$ cat config.mk
export PLATFORM = sky130hd
export DESIGN_NAME = dsr_debug_unit_flat
export DESIGN_NICKNAME = d
export VERILOG_FILES = /design/src/common/dsr_pkg.sv /design/src/common/dsr_if.sv /design/src/hdl/dsr_debug_unit.sv /design/src/flat_wrapper.sv
export SDC_FILE = /design/constraint.sdc
export NUM_CORES = 1
export LEC_CHECK = 0
export BUFFER_PORTS_ARGS = -buffer_cell sky130_fd_sc_hd__buf_2
export CORE_ASPECT_RATIO = 0.9
export CORE_MARGIN = 4
export CORE_UTILIZATION = 45
export DETAILED_ROUTE_END_ITERATION = 7
export PLACE_DENSITY = 0.68
export SLEW_MARGIN = 10
export SYNTH_ARGS = -nofsm -noshare
export SYNTH_HDL_FRONTEND = slang
export SYNTH_SLANG_ARGS = --single-unit
$ cat constraint.sdc
create_clock -name sys_clk -period 14.75 [get_ports sys_clk]
set_input_delay 2.95 -clock sys_clk [delete_from_list [all_inputs] [get_ports sys_clk]]
set_output_delay 2.95 -clock sys_clk [all_outputs]
set_load 0.03 [all_outputs]
$ cat src/common/dsr_pkg.sv
// Package: constants and types for the debug save/restore and power-reset control block
package dsr_pkg;
    // ------------------------------------------------------------
    // Register indices (word offsets inside the debug port)
    // ------------------------------------------------------------
    localparam logic [3:0] ADDR_SAVE_RESTORE = 4'h0;
    localparam logic [3:0] ADDR_LOCK_KEY = 4'h1;
    localparam logic [3:0] ADDR_PWR_CTRL = 4'h2;
    localparam logic [3:0] ADDR_PWR_STATUS = 4'h3;
    localparam logic [3:0] ADDR_DEBUG_STATUS_CONTROL_REG_VIEW = 4'h4;
    // ------------------------------------------------------------
    // Keys, counts, fields
    // ------------------------------------------------------------
    localparam logic [31:0] LOCK_KEY = 32'hC5ACCE55;
    localparam logic [4:0] SEQ_LEN = 5'h16;
    localparam int CTRL_NOPD_BIT = 0;
    localparam int CTRL_HOLD_BIT = 2;
    localparam int STAT_PD_BIT = 0;
    localparam int STAT_STICKY_PD_BIT = 1;
    localparam int STAT_RESET_BIT = 2;
    localparam int STAT_STICKY_RST_BIT = 3;
    localparam logic [31:0] CTRL_RESET = 32'h0000_0000;
    localparam logic [31:0] DEBUG_STATUS_CONTROL_REG_RESTORE_MASK = 32'h6C00_0000;
    localparam logic [31:0] DEBUG_STATUS_CONTROL_REG_RO_MASK = 32'h0000_003F;
    // Sequence entry numbers for special registers
    localparam logic [4:0] ENT_TX = 5'h10;
    localparam logic [4:0] ENT_DEBUG_STATUS_CONTROL_REG = 5'h11;
    localparam logic [4:0] ENT_RX = 5'h12;
    // ------------------------------------------------------------
    // Sequencer states
    // ------------------------------------------------------------
    typedef enum logic [1:0] {
        DSR_IDLE = 2'b00,
        DSR_LEN = 2'b01,
        DSR_RUN = 2'b11
    } dsr_seq_t;
endpackage

$ cat src/common/dsr_if.sv
// Interface: debug port between the software-side end and the debug unit
`timescale 1ns/10ps
interface dsr_if;
    logic [3:0] addr;
    logic [31:0] wdata;
    logic wr;
    logic rd;
    logic [31:0] rdata;
    logic core_powered;
    modport host (output addr, output wdata, output wr, output rd,
        input rdata, input core_powered);
    modport dev (input addr, input wdata, input wr, input rd,
        output rdata, output core_powered);
endinterface

$ cat src/hdl/dsr_debug_unit.sv
// Debug unit end: save/restore sequencer, lock key and power/reset control
`timescale 1ns/10ps
module dsr_debug_unit (
    input wire logic sys_clk,
    input wire logic rstn,
    dsr_if.dev bus,
    input wire logic proc_reset_n,
    input wire logic power_on_reset_n,
    input wire logic power_down_req,
    input wire logic lock_init,
    input wire logic [31:0] debug_status_control_reg_live,
    output logic core_reset_n,
    output logic no_power_down_request,
    output logic os_locked,
    output logic [4:0] seq_pointer
);
    // ------------------------------------------------------------
    // Synchronised pins
    // ------------------------------------------------------------
    logic [1:0] prst_sync;
    logic [1:0] porst_sync;
    logic [1:0] pdreq_sync;
    logic [1:0] lock_sync;
    logic [31:0] debug_status_control_reg_s1;
    logic [31:0] debug_status_control_reg_s2;
    logic any_reset;

    // Two-stage synchronisers for all external levels
    always_ff @(posedge sys_clk) begin
        if (!rstn) begin
            prst_sync <= 2'h3;
            porst_sync <= 2'h3;
            pdreq_sync <= 2'h0;
            lock_sync <= 2'h0;
            debug_status_control_reg_s1 <= 32'h0000_0000;
            debug_status_control_reg_s2 <= 32'h0000_0000;
        end else begin
            prst_sync <= {prst_sync[0], proc_reset_n};
            porst_sync <= {porst_sync[0], power_on_reset_n};
            pdreq_sync <= {pdreq_sync[0], power_down_req};
            lock_sync <= {lock_sync[0], lock_init};
            debug_status_control_reg_s1 <= debug_status_control_reg_live;
            debug_status_control_reg_s2 <= debug_status_control_reg_s1;
        end
    end
    assign any_reset = !prst_sync[1] || !porst_sync[1];

    // ------------------------------------------------------------
    // Saved register storage and sequencer
    // ------------------------------------------------------------
    logic [31:0] regs [0:21];
    dsr_pkg::dsr_seq_t state;
    logic [4:0] ptr;
    logic key_wr;
    logic sr_rd;
    logic sr_wr;
    logic [31:0] seq_rdata;
    logic lock_written;

    assign key_wr = bus.wr && bus.addr == dsr_pkg::ADDR_LOCK_KEY
        && bus.wdata == dsr_pkg::LOCK_KEY;
    assign sr_rd = bus.rd && bus.addr == dsr_pkg::ADDR_SAVE_RESTORE;
    assign sr_wr = bus.wr && bus.addr == dsr_pkg::ADDR_SAVE_RESTORE;

    // OS lock: follows strap until first lock write; key sets, other value clears
    always_ff @(posedge sys_clk) begin
        if (!rstn) begin
            os_locked <= 1'b0;
            lock_written <= 1'b0;
        end else if (bus.wr && bus.addr == dsr_pkg::ADDR_LOCK_KEY) begin
            os_locked <= key_wr;
            lock_written <= 1'b1;
        end else if (state == dsr_pkg::DSR_IDLE && !lock_written) begin
            os_locked <= lock_sync[1];
        end
    end

    // Sequence state and pointer
    always_ff @(posedge sys_clk) begin
        if (!rstn) begin
            state <= dsr_pkg::DSR_IDLE;
            ptr <= 5'h1F;
        end else if (key_wr) begin
            state <= dsr_pkg::DSR_LEN;
            ptr <= 5'h00;
        end else begin
            case (state)
                dsr_pkg::DSR_IDLE: begin
                    ptr <= 5'h00;
                end
                dsr_pkg::DSR_LEN: begin
                    if (sr_rd) begin
                        state <= dsr_pkg::DSR_RUN;
                    end
                end
                dsr_pkg::DSR_RUN: begin
                    if ((sr_rd || sr_wr) && ptr != dsr_pkg::SEQ_LEN) begin
                        ptr <= ptr + 5'h01;
                    end
                end
                default: begin
                    state <= dsr_pkg::DSR_IDLE;
                end
            endcase
        end
    end
    assign seq_pointer = ptr;

    // Storage for the 22 saved registers; write mask on the status/control entry only
    always_ff @(posedge sys_clk) begin
        if (!rstn) begin
            for (int i = 0; i < 22; i++) begin
                regs[i] <= 32'h0000_0000;
            end
        end else if (state == dsr_pkg::DSR_RUN && sr_wr && ptr < dsr_pkg::SEQ_LEN) begin
            if (ptr == dsr_pkg::ENT_DEBUG_STATUS_CONTROL_REG) begin
                // Read-only flags 5:0 stay live; bits 31:6 restored
                regs[ptr] <= (bus.wdata & ~dsr_pkg::DEBUG_STATUS_CONTROL_REG_RO_MASK)
                    | (bus.wdata & dsr_pkg::DEBUG_STATUS_CONTROL_REG_RESTORE_MASK);
            end else begin
                regs[ptr] <= bus.wdata;
            end
        end
    end

    // Read value of the current sequence slot; status flags live
    always_comb begin
        seq_rdata = 32'h0000_0000;
        if (state == dsr_pkg::DSR_LEN) begin
            seq_rdata = {27'h0, dsr_pkg::SEQ_LEN};
        end else if (ptr < dsr_pkg::SEQ_LEN) begin
            if (ptr == dsr_pkg::ENT_DEBUG_STATUS_CONTROL_REG) begin
                seq_rdata = (regs[ptr] & ~dsr_pkg::DEBUG_STATUS_CONTROL_REG_RO_MASK)
                    | (debug_status_control_reg_s2 & dsr_pkg::DEBUG_STATUS_CONTROL_REG_RO_MASK);
            end else begin
                seq_rdata = regs[ptr];
            end
        end
    end

    // ------------------------------------------------------------
    // Power-down and reset control / status
    // ------------------------------------------------------------
    logic [31:0] power_down_reset_control;
    logic sticky_pd;
    logic sticky_rst;
    logic hold_active;
    logic stat_rd;

    assign stat_rd = bus.rd && bus.addr == dsr_pkg::ADDR_PWR_STATUS;

    // Control register: only bits 2 and 0 stored
    always_ff @(posedge sys_clk) begin
        if (!rstn) begin
            power_down_reset_control <= dsr_pkg::CTRL_RESET;
        end else if (bus.wr && bus.addr == dsr_pkg::ADDR_PWR_CTRL) begin
            power_down_reset_control <= {29'h0, bus.wdata[dsr_pkg::CTRL_HOLD_BIT],
                1'b0, bus.wdata[dsr_pkg::CTRL_NOPD_BIT]};
        end
    end

    // Sticky flags; hardware set wins over read clear
    always_ff @(posedge sys_clk) begin
        if (!rstn) begin
            sticky_pd <= 1'b1;
            sticky_rst <= 1'b0;
        end else begin
            if (pdreq_sync[1]) begin
                sticky_pd <= 1'b1;
            end else if (stat_rd) begin
                sticky_pd <= 1'b0;
            end
            if (any_reset) begin
                sticky_rst <= 1'b1;
            end else if (stat_rd) begin
                sticky_rst <= 1'b0;
            end
        end
    end

    // Hold latch: armed by a reset while hold bit set, freed on clear
    always_ff @(posedge sys_clk) begin
        if (!rstn) begin
            hold_active <= 1'b0;
        end else if (!power_down_reset_control[dsr_pkg::CTRL_HOLD_BIT]) begin
            hold_active <= 1'b0;
        end else if (any_reset) begin
            hold_active <= 1'b1;
        end
    end

    // Only the non-debug core reset is extended
    assign core_reset_n = !(any_reset || hold_active);
    assign no_power_down_request =
        power_down_reset_control[dsr_pkg::CTRL_NOPD_BIT];
    assign bus.core_powered = !pdreq_sync[1];

    // ------------------------------------------------------------
    // Read data, one cycle after the strobe
    // ------------------------------------------------------------
    always_ff @(posedge sys_clk) begin
        if (!rstn) begin
            bus.rdata <= 32'h0000_0000;
        end else if (bus.rd) begin
            case (bus.addr)
                dsr_pkg::ADDR_SAVE_RESTORE: bus.rdata <= seq_rdata;
                dsr_pkg::ADDR_LOCK_KEY: bus.rdata <= {30'h0, os_locked, 1'b1};
                dsr_pkg::ADDR_PWR_CTRL: bus.rdata <= power_down_reset_control;
                dsr_pkg::ADDR_PWR_STATUS: bus.rdata <= {28'h0, sticky_rst, any_reset,
                    sticky_pd, !pdreq_sync[1]};
                dsr_pkg::ADDR_DEBUG_STATUS_CONTROL_REG_VIEW: bus.rdata <= debug_status_control_reg_s2;
                default: bus.rdata <= 32'h0000_0000;
            endcase
        end
    end
endmodule

$ cat src/flat_wrapper.sv
// flat-port wrapper written by rule: the top's interface ports become plain ports
module dsr_debug_unit_flat 
  (sys_clk, rstn, proc_reset_n, power_on_reset_n, power_down_req, lock_init, debug_status_control_reg_live, core_reset_n, no_power_down_request, os_locked, seq_pointer, bus_addr, bus_wdata, bus_wr, bus_rd, bus_rdata, bus_core_powered);
  dsr_if bus_i ();
  input wire logic sys_clk;
  input wire logic rstn;
  input wire logic proc_reset_n;
  input wire logic power_on_reset_n;
  input wire logic power_down_req;
  input wire logic lock_init;
  input wire logic [31:0] debug_status_control_reg_live;
  output logic core_reset_n;
  output logic no_power_down_request;
  output logic os_locked;
  output logic [4:0] seq_pointer;
  input wire logic [$bits(bus_i.addr)-1:0] bus_addr;
  input wire logic [$bits(bus_i.wdata)-1:0] bus_wdata;
  input wire logic [$bits(bus_i.wr)-1:0] bus_wr;
  input wire logic [$bits(bus_i.rd)-1:0] bus_rd;
  output wire logic [$bits(bus_i.rdata)-1:0] bus_rdata;
  output wire logic [$bits(bus_i.core_powered)-1:0] bus_core_powered;
  assign bus_i.addr = bus_addr;
  assign bus_i.wdata = bus_wdata;
  assign bus_i.wr = bus_wr;
  assign bus_i.rd = bus_rd;
  assign bus_rdata = bus_i.rdata;
  assign bus_core_powered = bus_i.core_powered;
  dsr_debug_unit u_core (.sys_clk(sys_clk), .rstn(rstn), .bus(bus_i), .proc_reset_n(proc_reset_n), .power_on_reset_n(power_on_reset_n), .power_down_req(power_down_req), .lock_init(lock_init), .debug_status_control_reg_live(debug_status_control_reg_live), .core_reset_n(core_reset_n), .no_power_down_request(no_power_down_request), .os_locked(os_locked), .seq_pointer(seq_pointer));
endmodule
# Word level (Yosys, flattened, before mapping)
# Memory sizes are Yosys's and may differ from the RTL's. A register that Yosys moved wholly into a read port is not among the register bits.
# Index checks and enable logic that the tools add are counted.
# word_totals
ff_bits,118
ramBits,704
in_bits,76
out_inout_bits,41
memories,1
# classes
n_addsub,1
order_cmp,1
n_eq_ne,13
n_mux,29
bitwise,5
n_reduce_logical,31
# memory_table
name,depth,word_bits,rd,rd_clocked_by_memory_dff,wr,line_no,source
u_core.regs,22,32,1,1,22,dsr_debug_unit.sv:51,logic [31:0] regs [0:21];
# ops
operator,count
32-bit two-way mux,5
32-bit one-hot mux with 5 select lines,1
"32-bit equality test, second input constant",1
32-bit by 31-bit OR with 32-bit output,1
32-bit by 6-bit OR with 32-bit output,1
32-bit OR reduction,1
5-bit two-way mux,5
1-bit two-way mux,15
1-bit logical AND,10
5-bit one-hot mux with 2 select lines,1
"4-bit by 2-bit equality test with 1-bit output, second input constant",2
2-bit AND reduction,4
"3-bit by 1-bit != test with 1-bit output, second input constant",2
2-bit OR reduction,3
"5-bit by 1-bit adder with 5-bit output, second input constant",1
"5-bit equality test, second input constant",1
1-bit zero test,5
"5-bit less-than comparator, second input constant",1
"5-bit != test, second input constant",1
"4-bit by 1-bit equality test with 1-bit output, second input constant",1
"4-bit by 3-bit equality test with 1-bit output, second input constant",1
4-bit zero test,1
"2-bit by 1-bit != test with 1-bit output, second input constant",2
2-bit one-hot mux with 2 select lines,1
other kinds (9),13

# Longest topological paths before layout
# depth
ltp_word,10
depth_mapped,9
mapped_depth_nobuf,7

# Worst setup path after synthesis
# OpenSTA, ideal clock, no wires.
# synth_path
path_kind,input -> register
from,input port bus_addr[2]
to,"memory u_core.regs[17][0], enable pin"
setup_time_ns,0.466
arrival_time_ns,6.402
required_time_ns,14.284
setup_slack_ns,7.883
stages,5
path_buffers,1
path_cell_list,buf_2 -> or4_4 -> a211oi_4 -> nand2_1 -> o21ai_0
# synth_lines
element,line_no,source
from (decl),flat_wrapper.sv:16,input wire logic [$bits(bus_i.addr)-1:0] bus_addr;
to (decl),dsr_debug_unit.sv:51,

==> flow_summary_export.csv <==
group,metric,value,unit
status,status,"complete, no violations",
logic_synthesis,netlist_area,0.0478,mm^2
sta,setup_viol,0,
flow_run,maxCapViolations,0,
min_path,hold_end,"u_core.prst_sync[1]$_SDFF_PN1_",
logic_synthesis,ys.flop_type,"edfxtp_1",
sta,slew_headroom,15.5,%
global_route,grt_pass1_wl,179,mm
clocking,cts_root_buf,"clkbuf_16",
global_route,antenna_found_initial,8,
power_and_ir_drop,power_switching,1.54,mW
sta,timing.setup.tns,0,ns
worst_setup_path,critPathLaunch,"rstn",
routing,drc_errors,0,
cells_and_area,drive_gt1_share,19.8,%
logic_synthesis,async_flop_share,0,%
power_and_ir_drop,p_sw_share,22.0,%
min_path,hold_depth,1,
power_and_ir_drop,p_int,5.45,mW
clocking,cts_tree,"done",
logic_synthesis,ys_ff_latch,1147,
power_and_ir_drop,p_leak,19.2,nW
floorplanning,rows,113,
floorplanning,dieWidth,352,um
routing,postRouteAntennaNets,0,
min_path,worstHoldStart,"u_core.prst_sync[0]$_SDFF_PN1_",
placed_design,placed_cell_area,0.0509,mm^2
cells_and_area,antenna_cells,0,
placed_design,port_buffers,116,
clocking,post_cts_resized,0,
clocking,hold_buffers,0,
power_and_ir_drop,power_frac_comb,5.9,%
placed_design,hpwl,71.1,mm
placed_design,gp_congestion,0.829,
clocking,ctsHtreeMaxLevel,3,
sta,period_share,42.9,%
power_and_ir_drop,powerDensity,128,mW/mm^2
worst_setup_path,worstSetupEndpointType,"flip-flop",
logic_synthesis,syn_area_per_cell,16.2,um^2
cells_and_area,stdcell_area,0.0545,mm^2
power_and_ir_drop,ir_drop,0.0902,mV
global_route,grt_max_degree,97,
floorplanning,fp.dieArea,0.112,mm^2
routing,routed_wl,122,mm
cells_and_area,nets,3362,
sta,timing.hold.ws,0.405,ns
cells_and_area,final_util,51.7,%
floorplanning,core,0.105,mm^2
sta,rsz0062_at_grt,"false",
clocking,numClockSinks,1147,
power_and_ir_drop,seq_power_share,53.7,%
clocking,clk_latency,0.68,ns
routing,drt_iter0_drc,3616,
floorplanning,die_h,317,um
logic_synthesis,synth_warnings,0,
routing,post_drt_wl_per_cell,25.6,um
logic_synthesis,synthDominantCellAreaShare,64.3,%
worst_setup_path,cp.arrival,6.88,ns
clocking,clk_pin_slew,0.06,ns
min_path,min_path_type,"flip-flop to flip-flop",
logic_synthesis,netlist_top_cells_area,"edfxtp_1 (64%), mux4_2 (12%), and2_1 (8.4%)",
global_route,grt_pass1_vias,26373,
logic_synthesis,ys_types,62,
floorplanning,ios,117,
global_route,grt_overflow,0,
routing,routed_via_density,5.62,
global_route,gr-usage-all-layers,22.0,%
sta,slew_violations,0,
cells_and_area,area_delta_synth_final,14.0,%
logic_synthesis,yosysTopAreaCell,"edfxtp_1",
worst_setup_path,r2r-end,"u_core.bus.rdata[10]$_SDFFE_PN0P_",
sta,fin_crit,6.33,ns
logic_synthesis,synthCells,2959,
sta,finClkSkew,0.0205,ns
clocking,cts_setup_buffers,0,
worst_setup_path,worstPathRequired,15.30,ns
clocking,numCtsBuffers,112,
worst_setup_path,timing.reg2reg.setup_slack,9.57,ns
clocking,clock_path_buffers,3,
logic_synthesis,synth-edff-count,1024,
floorplanning,start_util,45.4,%
routing,vias,26711,
logic_synthesis,seq_area_frac_synth,69.4,%
worst_setup_path,critical_path_peak_fanout,49,
worst_setup_path,r2r_cells,8,
worst_setup_path,start_kind,"input port",
sta,tightest_slew,1.25,ns
sta,hold_viol_final,0,
worst_setup_path,path_class,"input port to flip-flop",
routing,first_pass_iters,6,
sta,max_freq,0.158,GHz
power_and_ir_drop,pwr-share-clk,40.4,%
## area by class of cell
cell class	instances	area, um^2
inverters	17	65.1
fillers	8606	50900
clock inverters	56	419
flip-flops and latches	1147	33200
multi-input cells	1828	14800
repair buffers	173	1040
well taps	1380	1730
clock buffers	155	3240
## worst max-delay path by stage
stage | to | slack (ns) | depth (start not counted)
after floorplan | u_core.regs[17][0]$_SDFFCE_PN0P_ | 7.88 | 5
after global placement | u_core.regs[9][20]$_SDFFCE_PN0P_ | 7.81 | 7
after detailed placement | u_core.regs[9][14]$_SDFFCE_PN0P_ | 7.79 | 7
after CTS | u_core.regs[9][14]$_SDFFCE_PN0P_ | 8.51 | 7
after global routing | u_core.regs[9][15]$_SDFFCE_PN0P_ | 8.21 | 7
final | u_core.regs[9][14]$_SDFFCE_PN0P_ | 8.42 | 7
## kinds of logic (layout without fill, tap and decap cells)
group	count (synthesis)	count (layout)	synth area share (%)
compound gates	226	226	3.22
fa+ha+maj	7	7	0.183
buf+inv	245	401	2.07
flops	1147	1147	69.4
mux	307	307	13.1
other cells	1	262	0.00784
simple gates	1026	1026	12.0
## per-layer routing
layer  up-vias  share of wire [%]  track usage (%)
met1     13690                 41             31.7
li1      11507                  -                -
met5         -             0.0099                0
met4         2                2.4             5.56
met3       203                 10             5.03
met2      1309                 46             34.1
## layout by cell type (no fill, tap or decap), drive strengths merged, types with 3 or more instances in the layout
| cell type | netlist | routed |
|---|---|---|
| buf | 73 | 173 |
| and2 | 644 | 644 |
| mux4 | 256 | 256 |
| nor4bb | 3 | 3 |
| inv | 17 | 21 |
| o21a | 6 | 6 |
| a22oi | 83 | 83 |
| mux2i | 45 | 45 |
| edfxtp | 1024 | 1024 |
| a21oi | 31 | 31 |
| clkinv | 0 | 44 |
| nand3 | 26 | 26 |
| or4b | 3 | 3 |
| o21ai | 48 | 48 |
| conb | 1 | 262 |
| nor3b | 3 | 3 |
| nor2 | 165 | 165 |
| and3 | 4 | 4 |
| nor3 | 10 | 10 |
| nand4b | 3 | 3 |
| nand2 | 126 | 126 |
| nor4 | 3 | 3 |
| nand2b | 8 | 8 |
| mux2 | 6 | 6 |
| a21o | 3 | 3 |
| nand4 | 5 | 5 |
| bufinv | 0 | 3 |
| o211ai | 27 | 27 |
| ha | 7 | 7 |
| nor2b | 14 | 14 |
| dfxtp | 123 | 123 |
| clkbuf | 155 | 155 |
| clkinvlp | 0 | 5 |
## registers in the layout, indices dropped and copies added (netlist names), named ones only
register and count:
u_core.lock_sync 2, u_core.debug_status_control_reg_s1 32, u_core.os_locked 1, u_core.porst_sync 2
u_core.bus.rdata 32, u_core.sticky_pd 1, u_core.hold_active 1, u_core.debug_status_control_reg_s2 32
u_core.regs 1024, u_core.state 2, u_core.sticky_rst 1, u_core.pdreq_sync 2
u_core.seq_pointer 5, u_core.power_down_reset_control 2, u_core.lock_written 1, u_core.prst_sync 2
## power groups by stage
stage	sequential, mW	combinational [mW]	clock [mW]
after floorplan	3.79	0.270	0
after global routing	3.77	0.441	3.01
after global placement	3.81	0.409	0
final	3.75	0.413	2.83
after detailed placement	3.82	0.412	0
after CTS	3.75	0.414	2.87
## cells in the mapped netlist, drive strengths merged, types with 26 or more instances
master,number
nand2,126
mux2i,45
edfxtp,1024
o21ai,48
clkbuf,155
mux4,256
and2,644
a22oi,83
o211ai,27
nor2,165
buf,73
a21oi,31
dfxtp,123
nand3,26
## stage by stage
stage,instances,power (mW),setup WS [ns]
6_report,4756,6.99,8.42
2_1_floorplan,3220,4.07,7.88
5_1_grt,4756,7.22,8.21
4_1_cts,4756,7.04,8.51
3_3_place_gp,4545,4.22,7.81
3_5_place_dp,4545,4.23,7.79
## worst max-delay path: stages
cell and delay [ns]:
buf_4 0.61, nand3_1 0.27, a211oi_4 0.92, nand2_1 0.51, nor2_2 0.97, buf_4 0.40
and2_1 0.17
(Power assumes the default switching activity.)
